==> config.mk <==
export PLATFORM = sky130hd
export DESIGN_NAME = isochronous_io_cycle_sync
export DESIGN_NICKNAME = d
export VERILOG_FILES = /design/src/core/iso_sync_fifo.v /design/src/core/isochronous_io_cycle_sync.v
export VERILOG_INCLUDE_DIRS = /design/src /design/src/core
export SDC_FILE = /design/constraint.sdc
export NUM_CORES = 1
export LEC_CHECK = 0
export ABC_CLOCK_PERIOD_IN_PS = 8750
export BUFFER_PORTS_ARGS = -buffer_cell sky130_fd_sc_hd__buf_4
export CORE_ASPECT_RATIO = 0.75
export CORE_UTILIZATION = 65
export CTS_BUF_LIST = sky130_fd_sc_hd__clkbuf_4
export DETAILED_ROUTE_END_ITERATION = 6
export GPL_TIMING_DRIVEN = 0
export MAX_ROUTING_LAYER = met4
export PLACE_DENSITY = 0.87
export SETUP_SLACK_MARGIN = 0.5
export SYNTH_ARGS = -nofsm -noshare
export SYNTH_HDL_FRONTEND = slang
export SYNTH_SLANG_ARGS = --single-unit
==> constraint.sdc <==
create_clock -name core_clk -period 8.75 [get_ports core_clk]
set_clock_uncertainty 0.1 [all_clocks]
set_input_delay 1.3125 -clock core_clk [delete_from_list [all_inputs] [get_ports core_clk]]
set_output_delay 1.3125 -clock core_clk [all_outputs]
set_load 0.005 [all_outputs]
==> src/core/iso_sync_consts.vh <==
`ifndef ISO_SYNC_CONSTS_VH
`define ISO_SYNC_CONSTS_VH

// Clock period in ns
`define CLK_PERIOD_NS 10
// Window grid unit in ns (1 us)
`define GRID_NS 1000
`define GRID_CYCLES (`GRID_NS / `CLK_PERIOD_NS)
// Window limits in grid units
`define WIN_MIN 16'h000A
`define WIN_MAX 16'h7D00
`define WIN_IN_DEFAULT 16'h00C8
`define WIN_OUT_DEFAULT 16'h00C8
// Longest bus cycle: 32 ms = 32000 grid units
`define CYCLE_MAX_MS 32
`define CYCLE_MAX_GRID (`CYCLE_MAX_MS * 1000)
// Jitter allowance in us
`define JITTER_US 10
`define JITTER_GRID (`JITTER_US * 1000 / `GRID_NS)
// Start-up cycles and failure limit
`define STARTUP_CYCLES 8'h96
`define FAIL_LIMIT 5'h19
// Data width and FIFO depth
`define DATA_W 16
`define FIFO_DEPTH 16

`endif

==> src/core/iso_sync_fifo.v <==
`timescale 1ns/1ps
`include "iso_sync_consts.vh"

module iso_sync_fifo #(
    parameter WIDTH = 16,
    parameter DEPTH = 16,
    parameter AW = 4
) (
    // Clock and reset
    input wire core_clk,
    input wire rst_b,
    input wire clkEn,
    input wire flush,
    // Fill side
    input wire inValid,
    output wire inReady,
    input wire [WIDTH-1:0] inData,
    // Drain side
    output wire outValid,
    input wire outReady,
    output wire [WIDTH-1:0] outData
);
    reg [WIDTH-1:0] mem [0:DEPTH-1];
    reg [AW:0] wrPtr_reg;
    reg [AW:0] rdPtr_reg;
    wire full;
    wire empty;
    wire doWr;
    wire doRd;

    assign full = (wrPtr_reg[AW] != rdPtr_reg[AW]) && (wrPtr_reg[AW-1:0] == rdPtr_reg[AW-1:0]);
    assign empty = wrPtr_reg == rdPtr_reg;
    assign inReady = !full;
    assign outValid = !empty;
    assign outData = mem[rdPtr_reg[AW-1:0]];
    assign doWr = clkEn && inValid && !full;
    assign doRd = clkEn && outReady && !empty;

    always @(posedge core_clk) begin
        if (doWr) begin
            mem[wrPtr_reg[AW-1:0]] <= inData;
        end
    end

    always @(posedge core_clk or negedge rst_b) begin
        if (!rst_b) begin
            wrPtr_reg <= {(AW+1){1'b0}};
            rdPtr_reg <= {(AW+1){1'b0}};
        end else if (clkEn && flush) begin
            wrPtr_reg <= {(AW+1){1'b0}};
            rdPtr_reg <= {(AW+1){1'b0}};
        end else begin
            if (doWr) begin
                wrPtr_reg <= wrPtr_reg + {{AW{1'b0}}, 1'b1};
            end
            if (doRd) begin
                rdPtr_reg <= rdPtr_reg + {{AW{1'b0}}, 1'b1};
            end
        end
    end
endmodule

==> src/core/isochronous_io_cycle_sync.v <==
`timescale 1ns/1ps
`include "iso_sync_consts.vh"

module isochronous_io_cycle_sync (
    // Clock, reset, enable
    input wire core_clk,
    input wire rst_b,
    input wire clkEn,
    // Configuration
    input wire syncEnable,
    input wire masterCycleEnable,
    input wire [15:0] inputReadWindow,
    input wire [15:0] outputWriteWindow,
    input wire [15:0] busCyclePeriod,
    input wire interferenceSuppressOn,
    input wire smoothingOn,
    input wire moduleSwapActive,
    // Input module delays, grid units
    input wire [15:0] inputModuleProcessingTimeA,
    input wire [15:0] inputModuleProcessingTimeB,
    // Bus side
    input wire globalControlFrame,
    input wire cycleViolation,
    // Output data stream from bus
    input wire outDataValid,
    output reg outDataReady,
    input wire [15:0] outData,
    // Terminal side
    output reg [15:0] terminalOut,
    output reg terminalOutStrobe,
    input wire [15:0] terminalIn,
    output reg [15:0] inputImage,
    output reg inputImageValid,
    // Status
    output reg isoActive,
    output reg isoGuaranteed,
    output reg outWindowOpen,
    output reg inWindowOpen,
    output reg stationFail,
    output reg [15:0] effInputWindow,
    output reg [15:0] effOutputWindow
);
    localparam ST_IDLE = 2'd0;
    localparam ST_STARTUP = 2'd1;
    localparam ST_RUN = 2'd2;
    localparam ST_FAIL = 2'd3;

    // Snap a requested duration onto the legal grid range
    function [15:0] clampWin;
        input [15:0] req;
        input [15:0] dflt;
        begin
            if (req == 16'h0000) begin
                clampWin = dflt;
            end else if (req < `WIN_MIN) begin
                clampWin = `WIN_MIN;
            end else if (req > `WIN_MAX) begin
                clampWin = `WIN_MAX;
            end else begin
                clampWin = req;
            end
        end
    endfunction

    reg [1:0] state_reg;
    reg [6:0] gridDiv_reg;
    reg [15:0] cycleTimer_reg;
    reg [7:0] startupCnt_reg;
    reg [4:0] badCnt_reg;
    reg frameSeen_reg;
    reg [15:0] delayComp_reg;
    wire allowed;
    wire gridTick;
    wire [15:0] winIn;
    wire [15:0] winOut;
    wire [15:0] inStart;
    wire [15:0] minDelay;
    wire periodBad;
    wire frameLate;
    wire badCycle;
    wire fifoValid;
    wire [15:0] fifoData;
    wire fifoReady;
    wire fifoDrain;

    assign allowed = syncEnable && masterCycleEnable && !interferenceSuppressOn && !smoothingOn;
    assign gridTick = gridDiv_reg == (`GRID_CYCLES - 1);

    assign winIn = syncEnable ? clampWin(inputReadWindow, `WIN_IN_DEFAULT) : `WIN_IN_DEFAULT;
    assign winOut = syncEnable ? clampWin(outputWriteWindow, `WIN_OUT_DEFAULT) : `WIN_OUT_DEFAULT;

    assign minDelay = (inputModuleProcessingTimeA < inputModuleProcessingTimeB) ?
        inputModuleProcessingTimeA : inputModuleProcessingTimeB;

    // input window ends at next frame
    assign inStart = (busCyclePeriod > winIn) ? (busCyclePeriod - winIn) : 16'h0000;

    assign periodBad = busCyclePeriod > `CYCLE_MAX_GRID;
    assign frameLate = frameSeen_reg && (cycleTimer_reg > busCyclePeriod + `JITTER_GRID);
    assign badCycle = cycleViolation || (frameLate && gridTick);

    assign fifoDrain = outWindowOpen && isoActive;

    iso_sync_fifo #(
        .WIDTH(`DATA_W),
        .DEPTH(`FIFO_DEPTH),
        .AW(4)
    ) outFifo (
        .core_clk(core_clk),
        .rst_b(rst_b),
        .clkEn(clkEn),
        .flush(!isoActive),
        .inValid(outDataValid),
        .inReady(fifoReady),
        .inData(outData),
        .outValid(fifoValid),
        .outReady(fifoDrain),
        .outData(fifoData)
    );

    always @(posedge core_clk or negedge rst_b) begin
        if (!rst_b) begin
            state_reg <= ST_IDLE;
            gridDiv_reg <= 7'h00;
            cycleTimer_reg <= 16'h0000;
            startupCnt_reg <= 8'h00;
            badCnt_reg <= 5'h00;
            frameSeen_reg <= 1'b0;
            delayComp_reg <= 16'h0000;
            outDataReady <= 1'b0;
            terminalOut <= 16'h0000;
            terminalOutStrobe <= 1'b0;
            inputImage <= 16'h0000;
            inputImageValid <= 1'b0;
            isoActive <= 1'b0;
            isoGuaranteed <= 1'b0;
            outWindowOpen <= 1'b0;
            inWindowOpen <= 1'b0;
            stationFail <= 1'b0;
            effInputWindow <= `WIN_IN_DEFAULT;
            effOutputWindow <= `WIN_OUT_DEFAULT;
        end else if (clkEn) begin
            effInputWindow <= winIn;
            effOutputWindow <= winOut;
            delayComp_reg <= minDelay;
            outDataReady <= fifoReady;
            terminalOutStrobe <= 1'b0;
            inputImageValid <= 1'b0;
            gridDiv_reg <= gridTick ? 7'h00 : gridDiv_reg + 7'h01;
            if (globalControlFrame) begin
                cycleTimer_reg <= 16'h0000;
                gridDiv_reg <= 7'h00;
                frameSeen_reg <= 1'b1;
            end else if (gridTick && cycleTimer_reg != 16'hFFFF) begin
                cycleTimer_reg <= cycleTimer_reg + 16'h0001;
            end
            case (state_reg)
                ST_IDLE: begin
                    isoActive <= 1'b0;
                    isoGuaranteed <= 1'b0;
                    outWindowOpen <= 1'b0;
                    inWindowOpen <= 1'b0;
                    startupCnt_reg <= 8'h00;
                    badCnt_reg <= 5'h00;
                    if (allowed && !periodBad && !moduleSwapActive && globalControlFrame) begin
                        state_reg <= ST_STARTUP;
                        isoActive <= 1'b1;
                        outWindowOpen <= 1'b1;
                    end
                end
                ST_STARTUP, ST_RUN: begin
                    // swap or lost enable suspends timing
                    if (!allowed || moduleSwapActive || periodBad) begin
                        state_reg <= ST_IDLE;
                        isoActive <= 1'b0;
                        isoGuaranteed <= 1'b0;
                        frameSeen_reg <= 1'b0;
                    end else begin
                        if (globalControlFrame) begin
                            outWindowOpen <= 1'b1;
                            if (inWindowOpen) begin
                                inputImage <= terminalIn;
                                inputImageValid <= 1'b1;
                            end
                            inWindowOpen <= (inStart == 16'h0000);
                            if (state_reg == ST_STARTUP) begin
                                if (startupCnt_reg == `STARTUP_CYCLES - 8'h01) begin
                                    state_reg <= ST_RUN;
                                    isoGuaranteed <= 1'b1;
                                end
                                startupCnt_reg <= startupCnt_reg + 8'h01;
                            end
                        end else begin
                            if (cycleTimer_reg >= winOut) begin
                                outWindowOpen <= 1'b0;
                            end
                            // input may open while output open
                            if (cycleTimer_reg + delayComp_reg >= inStart) begin
                                inWindowOpen <= 1'b1;
                            end
                        end
                        // fail after over 25 bad cycles
                        if (badCycle) begin
                            if (badCnt_reg == `FAIL_LIMIT) begin
                                state_reg <= ST_FAIL;
                                stationFail <= 1'b1;
                                isoActive <= 1'b0;
                                isoGuaranteed <= 1'b0;
                            end else begin
                                badCnt_reg <= badCnt_reg + 5'h01;
                            end
                            if (frameLate) begin
                                cycleTimer_reg <= 16'h0000;
                            end
                        end
                    end
                end
                ST_FAIL: begin
                    outWindowOpen <= 1'b0;
                    inWindowOpen <= 1'b0;
                    if (!syncEnable) begin
                        state_reg <= ST_IDLE;
                        stationFail <= 1'b0;
                    end
                end
                default: begin
                    state_reg <= ST_IDLE;
                end
            endcase
            if (fifoDrain && fifoValid) begin
                terminalOut <= fifoData;
                terminalOutStrobe <= 1'b1;
            end
        end
    end
endmodule

# Yosys cells after proc, flatten, opt, wreduce, memory -nomap -nowiden
# Memory sizes are Yosys's and may differ from the RTL's. A register that Yosys moved wholly into a read port is not among the register bits.
# Index checks and enable logic that the tools add are counted.
# classes
add_sub_neg	9
n_lt_le_gt_ge	10
n_eq_ne	22
muxes	74
n_bitwise	1
reduce_logical	49
# op_table
cell	count
16-bit two-way mux	16
16-bit by 15-bit > comparator with 1-bit output (second input constant)	3
16-bit logical NOT	3
5-bit two-way mux	7
16-bit >= comparator	2
16-bit by 4-bit < comparator with 1-bit output (second input constant)	2
1-bit two-way mux	30
8-bit two-way mux	3
16-bit by 4-bit adder with 17-bit output (second input constant)	1
16-bit by 17-bit > comparator with 1-bit output	1
1-bit logical AND	17
16-bit by 1-bit adder with 16-bit output (second input constant)	1
16-bit adder	1
16-bit > comparator	1
16-bit < comparator	1
2-bit two-way mux	8
16-bit != test (second input constant)	1
2-bit != test (second input constant)	8
8-bit case mux with 2 select lines	1
16-bit subtractor	1
5-bit by 1-bit adder with 5-bit output (second input constant)	3
5-bit AND reduction	3
7-bit two-way mux	2
3-bit != test (second input constant)	4
24 further kinds	45
# totals
reg_bits	121
mem_bits_rw	256
out_inout_bits	72
wordCells	186
n_memories	1
# memory_table
memory	words	word_bits	rd	rd_clocked_by_memory_dff	write_ports	line_no	rtl
outFifo.mem	16	16	1	1	1	iso_sync_fifo.v:23	reg [WIDTH-1:0] mem [0:DEPTH-1];

# Longest topological paths before layout
# logic_depth
word_depth	12
depth_mapped	23

# Hierarchy
# Synthesis repeated with hierarchy kept, for this count alone.
# hier_totals
cells_unflattened	1521
area_unflattened_um2	20089.3
# modules_own_cells
mod	instances	cells_each	area_per_inst_um2	seq_area_each_um2
iso_sync_fifo	1	456	10451.3	7937.6
isochronous_io_cycle_sync	1	1065	9638.0	3185.6

# Worst setup path after synthesis
# Ideal clock, no wire load.
# synth_path
path_kind	input to register
start	input inputReadWindow[4]
end	register inWindowOpen
arrival_ns	5.383
t_required_ns	8.530
path_slack_ns	3.147
stages	22
path_buffers	1
cell_sequence	nor4_1 nand2_1 a21oi_1 nor3_1 nor2_1 and3_1 ha_1 inv_1 fa_1 a211oi_2 nor3_2 o311ai_1 a21oi_2 clkbuf_1 nand2_1 ha_1 a21o_1 a21oi_1 nor2b_1 a2111oi_0 a21oi_1 a31o_1
# synth_via
elab_chain_len	11
elab_cells_between_ends	17
# synth_lines
item	line_no	rtl
start: declaration	isochronous_io_cycle_sync.v:12	input wire [15:0] inputReadWindow,
16-bit by 15-bit > comparator with 1-bit output (no source line)	--	
16-bit two-way mux	isochronous_io_cycle_sync.v:57	end else if (req > `WIN_MAX) begin
16-bit two-way mux	isochronous_io_cycle_sync.v:55	end else if (req < `WIN_MIN) begin
16-bit two-way mux (*)	isochronous_io_cycle_sync.v:53	if (req == 16'h0000) begin
16-bit two-way mux (no source line) (*)	--	
via winIn[0]	isochronous_io_cycle_sync.v:74	wire [15:0] winIn;
16-bit subtractor / 16-bit > comparator (equally long branches)	isochronous_io_cycle_sync.v:96	assign inStart = (busCyclePeriod > winIn) ? (busCyclePeriod - winIn) : 16'h0000;
16-bit two-way mux (*)	isochronous_io_cycle_sync.v:96	
branches (longest 4 deep; another with 16-bit >= comparator)	--	
end signal: assignment	isochronous_io_cycle_sync.v:185	inWindowOpen <= (inStart == 16'h0000);
end: declaration	isochronous_io_cycle_sync.v:38	output reg inWindowOpen,
# Mark *: on every way through the listed nets, which the timed path passes. The select of a mux whose other input is x is not followed.
# A chain may end at the register's enable or synchronous reset.

# Final worst setup path
# layout_path
start	input inputReadWindow[4]
end	register inWindowOpen
# layout_via
elab_chain_len	11
elab_cells_between_ends	17
# layout_lines
item	line_no
16-bit by 15-bit > comparator with 1-bit output (no source line)	--
16-bit two-way mux	isochronous_io_cycle_sync.v:57
16-bit two-way mux	isochronous_io_cycle_sync.v:55
16-bit two-way mux (*)	isochronous_io_cycle_sync.v:53
16-bit two-way mux (no source line) (*)	--
16-bit subtractor / 16-bit > comparator (equally long branches)	isochronous_io_cycle_sync.v:96
16-bit two-way mux (*)	isochronous_io_cycle_sync.v:96
branches (longest 4 deep; another with 16-bit >= comparator)	--
# Every way passes the cells marked *. The select of a mux whose other input is x is not followed.

==> results.yml <==
outcome:
  status: "completed"
run:
  cap_violations: 0
clocking:
  hold_buffers: 0
  htreeDepth: 3
  clkTransAtPathRegs_ps: 60
  clk_path_buf_depth: 3
  clk_latency_ps: 760
  cts.sinks: 393
  cts_buffers: 91
  root_buffer: "clkbuf_4"
  cts_tree: "yes"
  post-cts-setup-buffer-count: 0
  cts_resized: 0
grt:
  grt_pass1_vias: 14528
  grt_pass1_wl_um: 85100
  grt_max_degree: 77
  grt_usage: 0.384
  antenna_found_initial: 3
  globalRouteOverflowTotal: 0
yosys:
  synth_cells: 1473
  syn_area_um2: 19600
  synth_flop_cell: "edfxtp_1"
  yosysWarnings: 0
  synth_edf_count: 256
  synth.distinct_cells: 78
  ys_seq_elements: 393
  postSynth.asyncResetShare: 0.349
  avgSynthCellArea_um2: 13.3
  ys_seq_area_frac: 0.568
power:
  internal_power_w: 0.00301
  p_leak_nw: 9.14
  p_clk_frac: 0.371
  comb_power_share: 0.127
  irDropWorstVdd_mv: 0.130
  switchingPower_w: 0.00109
  p_seq_frac: 0.502
  p_sw_frac: 0.266
  powerDensity_nw_per_um2: 180
sta:
  post-route-min-period_ps: 5950
  finalSetupTns_ps: 0
  hold_viol_final: 0
  tightest_slew_ps: 1350
  setup_viol: 0
  rsz0062_at_grt: "no"
  slew_headroom: 0.0983
  fmax_mhz: 168
  maxSlewViolCount: 0
  period_share: 0.680
drt:
  routed_wl_um: 57100
  drtIter0Drc: 2081
  drc_errors: 0
  vias: 14743
  wl_per_cell_um: 25.6
  firstDrtPassIters: 5
  avgViaCountPerCell: 6.61
  antenna_left: 0
die:
  dieArea_um2: 30900
  start_util: 0.667
  die_w_um: 202
  row_count: 54
  ios: 195
  core_area_um2: 29400
  die-height_um: 152
worst_setup_path:
  cp_max_fo: 10
  cp.arrival_ps: 6490
  end_kind: "flip-flop"
  worstSetupPathType: "in -> reg"
  critPathLaunchType: "primary input"
  worstPathRequired_ps: 9290
finish:
  drive_gt1_frac: 0.270
  area_growth_pct: 16.3
  largest_reg_flops: 256
  finalNonFillerCells: 2231
  layout.nets: 1996
min_path:
  hp-class: "reg -> reg"
placement:
  post-dp-hpwl_um: 39500
  place.gp.congestion: 1.00
  dp.cells: 2060
  numPortBuffers: 193
-- critical path, cell delays in order --
cell and delay (ps):
buf_4 120, nor4_1 330, nand2_1 120, a21oi_1 170, nor3_1 60, nor2_1 300, and2_1 250, nand2_1 120
ha_1 400, nand4_1 250, nor3_1 310, o311ai_1 160, a21oi_2 480, clkbuf_1 350, nand2_1 130, ha_1 310
a21o_1 190, a21oi_1 140, nor2b_1 50, a2111oi_0 560, a211oi_1 170, a31o_1 220
-- cells in the mapped netlist (all sizes together), types with 13 or more instances --
master / instances / area [µm²]
nor4: 15 / 93.8
nor2: 90 / 340
nor3: 20 / 110
edfxtp: 256 / 7690
clkbuf: 40 / 150
o211ai: 23 / 173
nor2b: 14 / 87.6
nand2: 93 / 349
dfrtp: 131 / 3280
a21o: 24 / 180
inv: 50 / 188
buf: 13 / 62.6
nand4: 22 / 144
and2: 26 / 163
xnor2: 27 / 236
a31oi: 36 / 225
a21oi: 67 / 347
mux4: 80 / 1800
o21ai: 97 / 485
mux2: 37 / 417
xor2: 34 / 298
nand3: 28 / 140
ha: 110 / 1380
-- final cells by class --
| type | count | area (µm²) |
|---|---|---|
| antenna | 3 | 7.51 |
| fill | 1767 | 6600 |
| multi-input combinational | 978 | 8080 |
| clock inverter | 23 | 123 |
| clock buffer | 145 | 1090 |
| buffer | 53 | 213 |
| sequential | 393 | 11100 |
| inverter | 50 | 188 |
| timing repair buffer | 194 | 1480 |
| tap | 392 | 490 |
-- final timing paths --
check / from / endpoint / slack [ps] / cells after the start
max reg2reg: cycleTimer_reg[0]$_DFFE_PN0P_ / inWindowOpen$_DFFE_PN0P_ / 4250 / 16
max in group asynchronous: rst_b / terminalOut[8]$_DFFE_PN0P_ / 7280 / 2
min reg2reg: effInputWindow[5]$_DFFE_PN0P_ / effInputWindow[5]$_DFFE_PN0P_ / 390 / 2
min: effInputWindow[5]$_DFFE_PN0P_ / effInputWindow[5]$_DFFE_PN0P_ / 390 / 2
min in group asynchronous: rst_b / effOutputWindow[4]$_DFFE_PN0P_ / 430 / 1
max: inputReadWindow[4] / inWindowOpen$_DFFE_PN0P_ / 2800 / 22
-- per-stage QoR --
stage	hold slack [ps]	util	area, µm²	total power, W	setup slack (ps)
2_1_floorplan	376	-	19600	0.00237	3150
3_3_place_gp	366	0.733	21500	0.00257	2200
3_5_place_dp	374	0.734	21600	0.00260	2180
4_1_cts	391	0.775	22800	0.00410	2940
5_1_grt	415	0.775	22800	0.00425	2240
6_report	387	0.775	22800	0.00410	2800
-- cells by family after synthesis --
logic type,share of synthesized area
buffers and inverters,0.0204
xor gates and xnor gates,0.0273
AOI/OAI and AO/OA,0.106
muxes,0.116
other,0.000191
DFF,0.568
adders and majority gates,0.0723
and+or+nand+nor,0.0902
-- power groups by stage --
| stage | logic [W] | registers (W) | clock network [W] |
|---|---|---|---|
| 6_report | 0.000520 | 0.00206 | 0.00152 |
| 5_1_grt | 0.000565 | 0.00206 | 0.00162 |
| 4_1_cts | 0.000506 | 0.00206 | 0.00153 |
| 3_5_place_dp | 0.000500 | 0.00210 | 0 |
| 3_3_place_gp | 0.000478 | 0.00209 | 0 |
| 2_1_floorplan | 0.000285 | 0.00209 | 0 |
-- metal layers --
metal | wire length, µm | track usage
met5 | 0 | -
met4 | 1680 | 0.135
met3 | 6950 | 0.102
met2 | 26400 | 0.568
met1 | 22100 | 0.518
-- cell usage in the layout, fill, tap and decap left out, types with 23 or more instances in the layout --
| master | synthesis | layout |
|---|---|---|
| a21o_1 | 24 | 24 |
| clkbuf_1 | 40 | 40 |
| a21oi_1 | 64 | 64 |
| edfxtp_1 | 256 | 256 |
| inv_1 | 48 | 48 |
| buf_4 | 0 | 192 |
| ha_1 | 110 | 110 |
| and2_1 | 25 | 25 |
| xor2_1 | 34 | 34 |
| mux4_2 | 80 | 80 |
| xnor2_1 | 27 | 27 |
| o211ai_1 | 23 | 23 |
| mux2_2 | 28 | 28 |
| a31oi_1 | 36 | 36 |
| dfrtp_1 | 131 | 131 |
| o21ai_0 | 93 | 93 |
| nand2_1 | 93 | 93 |
| nand3_1 | 28 | 28 |
| nor2_1 | 89 | 89 |
| clkbuf_4 | 0 | 145 |
(Power assumes the default switching activity.)
